===== config.mk =====
export PLATFORM = sky130hd
export DESIGN_NAME = hic_irq_top
export DESIGN_NICKNAME = d
export VERILOG_FILES = /design/src/hw/hic_pkg.sv /design/src/hw/hic_coalesce_timer.sv /design/src/hw/hic_completion_counter.sv /design/src/hw/hic_irq_top.sv
export VERILOG_INCLUDE_DIRS = /design/src /design/src/hw
export SDC_FILE = /design/constraint.sdc
export NUM_CORES = 1
export LEC_CHECK = 0
export BUFFER_PORTS_ARGS = -buffer_cell sky130_fd_sc_hd__buf_2
export CAP_MARGIN = 15
export CELL_PAD_IN_SITES_DETAIL_PLACEMENT = 0
export CELL_PAD_IN_SITES_GLOBAL_PLACEMENT = 2
export CORE_UTILIZATION = 40
export CTS_BUF_LIST = sky130_fd_sc_hd__clkbuf_4
export DETAILED_ROUTE_END_ITERATION = 12
export HOLD_SLACK_MARGIN = 0.06
export PLACE_DENSITY_LB_ADDON = 0.1
export SYNTH_ARGS = -nofsm -noshare
export SYNTH_HDL_FRONTEND = slang
export SYNTH_HIERARCHICAL = 1
export SYNTH_SLANG_ARGS = --single-unit

===== constraint.sdc =====
create_clock -name clk -period 12.9 [get_ports clk]
set_input_delay 0.645 -clock clk [delete_from_list [all_inputs] [get_ports clk]]
set_output_delay 0.645 -clock clk [all_outputs]
set_load 0.03 [all_outputs]

===== src/hw/hic_map.svh =====
// Register offsets, field positions, reset values and timing counts of the interrupt block
`ifndef HIC_MAP_SVH
`define HIC_MAP_SVH

`define HIC_OFS_PENDING 8'h08
`define HIC_OFS_AVAIL 8'h0C
`define HIC_OFS_VERSION 8'h10
`define HIC_OFS_CTL 8'h14

`define HIC_VER_MAJOR 16'h0001
`define HIC_VER_MINOR 16'h0301

`define HIC_TV_MSB 31
`define HIC_TV_LSB 16
`define HIC_CC_MSB 15
`define HIC_CC_LSB 8
`define HIC_INT_MSB 7
`define HIC_INT_LSB 3
`define HIC_EN_BIT 0

`define HIC_TV_RESET 16'h0001
`define HIC_CC_RESET 8'h01
`define HIC_EN_RESET 1'h0
`define HIC_PENDING_RESET 32'h0000_0000

// Spare port slot that carries the coalesced interrupt
`define HIC_COALESCE_INDEX 5'h1F

// One timer unit and the clock period, both in ns
`define HIC_MS_NS 1000000
`define HIC_CLK_NS 100
`define HIC_MS_CYCLES (`HIC_MS_NS / `HIC_CLK_NS)

`endif


===== src/hw/hic_pkg.sv =====
// Types and shared functions of the interrupt block
package hic_pkg;

  typedef struct packed {
    logic [15:0] timeout_ms;
    logic [7:0] completion_threshold;
    logic [4:0] coalesce_index;
    logic [1:0] reserved;
    logic enable;
  } hic_ctl_s;

  typedef struct packed {
    logic wr;
    logic rd;
    logic [7:0] addr;
    logic [31:0] wdata;
  } hic_req_s;

  function automatic logic [5:0] hic_popcount(input logic [31:0] v);
    logic [5:0] n;
    n = 6'h00;
    for (int i = 0; i < 32; i++) begin
      n = n + {5'h00, v[i]};
    end
    return n;
  endfunction

endpackage


===== src/hw/hic_coalesce_timer.sv =====
// Millisecond down-timer of the completion coalescing engine
`timescale 1ns/1ns
`default_nettype none

module hic_coalesce_timer (
  input wire logic clk,
  input wire logic reset,
  input wire logic load,
  input wire logic [15:0] load_value,
  input wire logic run,
  input wire logic ms_tick,
  output logic expire
);

  logic [15:0] coalesce_down_timer;

  // A zero load is reserved; treat it like one so it still expires
  assign expire = run && ms_tick && (coalesce_down_timer <= 16'h0001);

  always_ff @(posedge clk or posedge reset) begin
    if (reset) begin
      coalesce_down_timer <= 16'h0001;
    end else if (load) begin
      coalesce_down_timer <= load_value;
    end else if (run && ms_tick) begin
      coalesce_down_timer <= coalesce_down_timer - 16'h0001;
    end
  end

endmodule

`default_nettype wire


===== src/hw/hic_completion_counter.sv =====
// Completion counter of the coalescing engine
`timescale 1ns/1ns
`default_nettype none

module hic_completion_counter (
  input wire logic clk,
  input wire logic reset,
  input wire logic clear,
  input wire logic [5:0] completions,
  input wire logic [7:0] threshold,
  output logic hit
);

  logic [8:0] completion_counter;
  logic [8:0] sum;

  assign sum = completion_counter + {3'h0, completions};
  // Several ports may finish together, so reaching or passing the threshold counts
  assign hit = (threshold != 8'h00) && (sum >= {1'h0, threshold});

  always_ff @(posedge clk or posedge reset) begin
    if (reset) begin
      completion_counter <= 9'h000;
    end else if (clear) begin
      completion_counter <= 9'h000;
    end else if (sum[8]) begin
      completion_counter <= 9'h0FF;
    end else begin
      completion_counter <= sum;
    end
  end

endmodule

`default_nettype wire


===== src/hw/hic_irq_top.sv =====
// Global interrupt status, port availability, version and completion coalescing
`timescale 1ns/1ns
`default_nettype none
`include "hic_map.svh"

module hic_irq_top #(
  parameter int MS_CYCLES = `HIC_MS_CYCLES
) (
  input wire logic clk,
  input wire logic reset,
  input wire logic reg_wr,
  input wire logic reg_rd,
  input wire logic [7:0] reg_addr,
  input wire logic [31:0] reg_wdata,
  output logic [31:0] reg_rdata,
  output logic reg_rvalid,
  input wire logic [31:0] ports_available_strap,
  input wire logic [4:0] supported_port_count,
  input wire logic [31:0] port_irq_req,
  input wire logic [31:0] cmd_complete,
  input wire logic [31:0] cmd_outstanding,
  input wire logic [31:0] coalesce_port_select,
  input wire logic global_irq_enable,
  output logic irq,
  output logic coalesce_event,
  output logic [4:0] coalesce_msi_vector
);

  hic_pkg::hic_req_s req;
  hic_pkg::hic_ctl_s ctl;
  logic [15:0] ctl_timeout;
  logic [7:0] ctl_threshold;
  logic ctl_enable;
  logic wr_ctl;
  logic wr_pending;
  logic timer_load;
  logic [15:0] timer_load_value;
  logic counter_clear;
  logic [5:0] completions_now;
  logic any_pending;
  logic [31:0] port_irq_pending;
  logic [31:0] ports_available_mask;
  logic avail_loaded;
  logic [15:0] active_timeout;
  logic [7:0] active_threshold;
  logic enable_prev;
  logic enable_rise;
  logic [31:0] ms_count;
  logic ms_tick;
  logic timer_expire;
  logic count_hit;
  logic coalesce_fire;
  logic coalesce_run;
  logic [31:0] pending_set;
  logic [31:0] pending_clear;
  logic [31:0] coalesce_bit;
  logic [31:0] next_rdata;
  logic [31:0] selected;

  assign req = '{wr: reg_wr, rd: reg_rd, addr: reg_addr, wdata: reg_wdata};

  // Register write decode, shared by every writable word
  function automatic logic write_hit(input hic_pkg::hic_req_s r, input logic [7:0] ofs);
    return r.wr && (r.addr == ofs);
  endfunction

  assign wr_ctl = write_hit(req, `HIC_OFS_CTL);
  assign wr_pending = write_hit(req, `HIC_OFS_PENDING);

  // Keep the lowest set bits up to the port limit, never the coalescing slot, never empty
  function automatic logic [31:0] limit_mask(input logic [31:0] strap, input logic [4:0] np);
    logic [31:0] m;
    logic [5:0] kept;
    m = 32'h0000_0000;
    kept = 6'h00;
    for (int i = 0; i < 32; i++) begin
      if (strap[i] && (i != int'(`HIC_COALESCE_INDEX)) && (kept <= {1'h0, np})) begin
        m[i] = 1'b1;
        kept = kept + 6'h01;
      end
    end
    if (m == 32'h0000_0000) begin
      m[0] = 1'b1;
    end
    return m;
  endfunction

  // Mask is captured once after reset release, since a strap may not feed an async reset
  always_ff @(posedge clk or posedge reset) begin
    if (reset) begin
      ports_available_mask <= 32'h0000_0001;
    end else if (!avail_loaded) begin
      ports_available_mask <= limit_mask(ports_available_strap, supported_port_count);
    end
  end

  // Later strap changes are ignored: the mask is hardware-initialised, not live
  always_ff @(posedge clk or posedge reset) begin
    if (reset) begin
      avail_loaded <= 1'b0;
    end else begin
      avail_loaded <= 1'b1;
    end
  end

  // Coalescing control register; index and reserved bits are fixed
  always_ff @(posedge clk or posedge reset) begin
    if (reset) begin
      ctl_timeout <= `HIC_TV_RESET;
      ctl_threshold <= `HIC_CC_RESET;
      ctl_enable <= `HIC_EN_RESET;
    end else if (wr_ctl) begin
      ctl_timeout <= req.wdata[`HIC_TV_MSB:`HIC_TV_LSB];
      ctl_threshold <= req.wdata[`HIC_CC_MSB:`HIC_CC_LSB];
      ctl_enable <= req.wdata[`HIC_EN_BIT];
    end
  end
  assign ctl = '{
    timeout_ms: ctl_timeout,
    completion_threshold: ctl_threshold,
    coalesce_index: `HIC_COALESCE_INDEX,
    reserved: 2'h0,
    enable: ctl_enable
  };

  // Enable edge detector; both sides reset low so no false rise follows reset
  always_ff @(posedge clk or posedge reset) begin
    if (reset) begin
      enable_prev <= 1'b0;
    end else begin
      enable_prev <= ctl.enable;
    end
  end
  assign enable_rise = ctl.enable && !enable_prev;

  // The engine works from copies taken at enable rise, so timeout and threshold writes while enabled have no effect
  always_ff @(posedge clk or posedge reset) begin
    if (reset) begin
      active_timeout <= `HIC_TV_RESET;
      active_threshold <= `HIC_CC_RESET;
    end else if (enable_rise) begin
      active_timeout <= ctl.timeout_ms;
      active_threshold <= ctl.completion_threshold;
    end
  end

  // Millisecond prescaler from the core clock; exact count keeps well inside five percent
  always_ff @(posedge clk or posedge reset) begin
    if (reset) begin
      ms_count <= 32'h0000_0000;
    end else if (ms_tick || enable_rise) begin
      ms_count <= 32'h0000_0000;
    end else begin
      ms_count <= ms_count + 32'h0000_0001;
    end
  end
  assign ms_tick = (ms_count == 32'(MS_CYCLES - 1));

  // Only available ports can take part, whatever the select mask holds
  assign selected = coalesce_port_select & ports_available_mask;
  // The first decrement after a busy start may come up to one millisecond early
  assign coalesce_run = enable_prev && ((cmd_outstanding & selected) != 32'h0000_0000);

  // Enable rise loads the fresh timeout directly, since the working copy lands one edge later
  assign timer_load = enable_rise || coalesce_fire;
  assign timer_load_value = enable_rise ? ctl.timeout_ms : active_timeout;

  hic_coalesce_timer u_timer (
    .clk(clk),
    .reset(reset),
    .load(timer_load),
    .load_value(timer_load_value),
    .run(coalesce_run),
    .ms_tick(ms_tick),
    .expire(timer_expire)
  );

  // Held at zero while disabled, so a stale count cannot fire on the next enable
  assign counter_clear = coalesce_fire || !enable_prev;
  assign completions_now = enable_prev ? hic_pkg::hic_popcount(cmd_complete & selected) : 6'h00;

  hic_completion_counter u_counter (
    .clk(clk),
    .reset(reset),
    .clear(counter_clear),
    .completions(completions_now),
    .threshold(active_threshold),
    .hit(count_hit)
  );

  // Both causes in one cycle merge into a single event and a single reload
  assign coalesce_fire = ctl.enable && enable_prev && (timer_expire || count_hit);

  // Pending word: port events only on available ports, plus the coalescing slot
  assign coalesce_bit = 32'h0000_0001 << ctl.coalesce_index;
  assign pending_set = (port_irq_req & ports_available_mask)
                       | (coalesce_fire ? coalesce_bit : 32'h0000_0000);
  // Writes to the pending word can only clear bits
  assign pending_clear = wr_pending ? req.wdata : 32'h0000_0000;

  // Per bit, a set in the clearing cycle wins so no event is lost
  always_ff @(posedge clk or posedge reset) begin
    if (reset) begin
      port_irq_pending <= `HIC_PENDING_RESET;
    end else begin
      for (int i = 0; i < 32; i++) begin
        if (pending_set[i]) begin
          port_irq_pending[i] <= 1'b1;
        end else if (pending_clear[i]) begin
          port_irq_pending[i] <= 1'b0;
        end
      end
    end
  end

  // Read mux; reserved and unmapped words read as zero
  always_comb begin
    next_rdata = 32'h0000_0000;
    unique case (req.addr)
      `HIC_OFS_PENDING: next_rdata = port_irq_pending;
      `HIC_OFS_AVAIL: next_rdata = ports_available_mask;
      `HIC_OFS_VERSION: next_rdata = {`HIC_VER_MAJOR, `HIC_VER_MINOR};
      `HIC_OFS_CTL: next_rdata = ctl;
      default: next_rdata = 32'h0000_0000;
    endcase
  end

  // Read answer strobe, one cycle after the read edge
  always_ff @(posedge clk or posedge reset) begin
    if (reset) begin
      reg_rvalid <= 1'b0;
    end else begin
      reg_rvalid <= req.rd;
    end
  end

  // Read data holds the last answer until the next read
  always_ff @(posedge clk or posedge reset) begin
    if (reset) begin
      reg_rdata <= 32'h0000_0000;
    end else if (req.rd) begin
      reg_rdata <= next_rdata;
    end
  end

  assign any_pending = port_irq_pending != 32'h0000_0000;

  // Host interrupt is a level that follows the pending word one cycle late while global_irq_enable is set
  always_ff @(posedge clk or posedge reset) begin
    if (reset) begin
      irq <= 1'b0;
    end else begin
      irq <= global_irq_enable && any_pending;
    end
  end

  // Event pulse lasts one cycle; when gated the pending bit still records the interrupt
  always_ff @(posedge clk or posedge reset) begin
    if (reset) begin
      coalesce_event <= 1'b0;
    end else begin
      coalesce_event <= coalesce_fire && global_irq_enable;
    end
  end

  // Vector is fixed, but registered so that every output leaves a flip-flop
  always_ff @(posedge clk or posedge reset) begin
    if (reset) begin
      coalesce_msi_vector <= 5'h00;
    end else begin
      coalesce_msi_vector <= ctl.coalesce_index;
    end
  end

endmodule

`default_nettype wire


==> results.json <==
{
  "cp-end-kind": "flip-flop",
  "cp_top_family": "compound AO/OA/AOI/OAI gates",
  "initial_core_util": 0.406,
  "crit_fanout": 7,
  "syn_area_per_cell_um2": 8.85,
  "dpl.hpwl_um": 59000,
  "drive_above_1_share": 0.470,
  "drc": 0,
  "post_drt_via_cell_ratio": 5.46,
  "clk_pin_slew_ns": 0.08,
  "hold_ws_ns": 0.137,
  "path_buf_inv": 63,
  "crit_type": "input port to flip-flop",
  "die_width_um": 225,
  "layout_setup_ws_ns": -33.15,
  "dieArea_um2": 50500,
  "muxShareOfSynthArea": 0.0605,
  "cts_buffer_depth": 3,
  "fin_skew_ns": 0.105,
  "fmax_mhz": 21.7,
  "grt.overflow.total": 0,
  "status": "complete, but fails checks",
  "antenna_found_initial": 7,
  "netlist_area_um2": 19900,
  "rsz0062_at_grt": "yes",
  "fin_crit_sh": 3.57,
  "slowest_delay_ns": 0.41,
  "gp_congestion": 0.927,
  "netlist_top_cells_count": "dfrtp_1, nand2_1, ha_1",
  "crit_path_start_kind": "input port",
  "yosysSeqAreaShare": 0.259,
  "postRouteAntennaNets": 0,
  "ys_warn_count": 6,
  "cts_buffers": 55,
  "place_inst": 3565,
  "cts_tree": "done",
  "synthArstFlopShare": 1.00,
  "htree_levels": 2,
  "layout_min_cycle_time_ns": 46.05,
  "fin_util": 0.605,
  "place_ws_ns": -34.24,
  "synthTopCellsByArea": "dfrtp_1, ha_1, mux2_2",
  "cpMaxStageDelayCell": "a211oi_1",
  "synth_top_flop_cell": "dfrtp_1",
  "required_ns": 13.56,
  "core_um2": 49000,
  "wl_per_cell_um": 20.5,
  "violations": "setup timing",
  "yosys.area.top_type_share": 0.251,
  "synth.distinct_cells": 131,
  "placementRows": 81,
  "dr.pass1.iters": 5,
  "cts_sinks": 205,
  "synth_most_common_cell": "dfrtp_1",
  "synth_edf_count": 0,
  "crit_arrival_ns": 46.72,
  "via_count": 21100,
  "root_buffer": "clkbuf_4",
  "grt_util_all_layers": 0.305,
  "synth_top_family_by_area": "simple AND/OR/NAND/NOR gates",
  "tightest_slew_ns": 1.16,
  "synthAdderAreaFrac": 0.147,
  "synth_xor_xnor_area_share": 0.0820,
  "setup_viol": 22,
  "drtIter0Drc": 1152,
  "ys_ff_latch": 205,
  "synth_top_cell_by_area": "dfrtp_1",
  "clk_latency_ns": 0.76,
  "hold_path.class": "input port to flip-flop",
  "grt_max_degree": 126,
  "slew_headroom": 0.224,
  "cap_violations": 0,
  "finalHoldViolCount": 0,
  "fin_cells": 3859,
  "grt_pass1_vias": 21200,
  "grt_pass1_wl_um": 120000,
  "numPortBuffers": 244,
  "synth-compound-area-share": 0.191,
  "crit_path_frequent_cell": "buf_4",
  "yosys.area_share.simple": 0.218,
  "pin_count": 250,
  "postSynthCellCount": 2245,
  "area_delta_synth_final_pct": 49.2,
  "dieHeight_um": 225,
  "drv_slew": 0,
  "layout.nets": 3574,
  "wl_um": 79100
}
## sequential cells by signal (all words and copies together), names as in the netlist
register	count
active_threshold	8
enable_prev	1
ms_count	32
coalesce_msi_vector	1
active_timeout	16
ports_available_mask	31
reg_rdata	32
ctl_enable	1
u_counter/completion_counter	8
coalesce_event	1
ctl_timeout	16
u_timer/coalesce_down_timer	16
ctl_threshold	8
irq	1
port_irq_pending	32
reg_rvalid	1
## layer usage
layer  track usage  part of all wire  up-vias
li1              -                 -    10000
met1         0.410              0.45    10200
met2         0.493              0.46      683
met3        0.0435             0.059      185
met4         0.115             0.038        6
met5             0           0.00056        -
## path summary, 6_finish.rpt
kind	depth (start not counted)	endpoint	start	slack, ns
worst max-delay path	292	ports_available_mask[30]$_DFFE_PP0N_	ports_available_strap[0]	-33.15
worst min-delay path	2	port_irq_pending[22]$_DFFE_PP0P_	port_irq_req[22]	0.14
worst max register to register	27	u_timer/coalesce_down_timer[15]$_DFFE_PP0P_	ports_available_mask[7]$_DFFE_PP0N_	3.62
worst min register to register	1	ms_count[0]$_DFF_PP0_	ms_count[0]$_DFF_PP0_	0.46
max in group asynchronous	4	reg_rdata[5]$_DFFE_PP0P_	reset	10.80
min in group asynchronous	3	u_counter/completion_counter[1]$_DFF_PP0_	reset	0.59
## placed cells by master (no fill, tap or decap), types with 81 or more instances in the layout
cell type	synthesis	final
nand2_1	198	180
inv_1	126	109
ha_1	193	143
buf_2	2	239
dfrtp_1	199	198
a21oi_1	110	82
buf_4	6	624
clkbuf_4	0	81
nor2_1	151	128
nand3_1	123	114
## worst register-to-register path, cell delays in order (launching register included)
cell and delay, ns:
dfrtp_1 0.68, and3_1 0.52, fa_1 0.49, inv_1 0.08, fa_1 0.45, fa_1 0.52, fa_1 0.53, fa_1 0.58
fa_1 0.55, fa_1 0.49, fa_1 0.42, inv_1 0.07, a21o_1 0.11, a21oi_1 0.07, xnor2_1 0.13, and2_1 0.20
ha_1 0.40, o21ai_1 0.13, o21bai_1 0.20, a21o_1 0.18, xor2_1 0.18, ha_1 0.27, a21o_1 0.16, a21oi_1 0.18
a31oi_2 0.19, o21ai_0 0.27, nand2_1 0.61, o31a_1 0.51
## metrics by stage
step           setup TNS, ns  instance area [um2]
2_1_floorplan        -401.41                20800
3_3_place_gp         -388.37                26100
3_5_place_dp         -410.47                26100
4_1_cts              -378.05                28600
5_1_grt              -424.34                29600
6_report             -388.90                29600
## timing repair
item	CTS	global route
setup buffers	160	52
hold endpoints to repair	8	0
cloned	0	0
setup endpoints to repair	22	22
resized for setup	119	167
hold buffers	1	0
pin swaps	84	117
## logic make-up after synthesis
group | after synthesis
buf+inv | 219
fa+ha+maj | 219
mux | 107
flops | 205
simple gates | 825
xor+xnor | 146
other cells | 2
compound gates | 522
## cell type report
class	count	area, um2
Tap cell	664	831
Clock inverter	20	121
Fill cell	4271	19300
Clock buffer	81	608
Antenna cell	4	10.0
Timing Repair Buffer	913	6470
Multi-Input combinational cell	1822	15900
Sequential cell	205	5140
Inverter	150	599
Power is not shown: default switching activity piles up to over one toggle a cycle in this logic, so the estimate is an artifact.
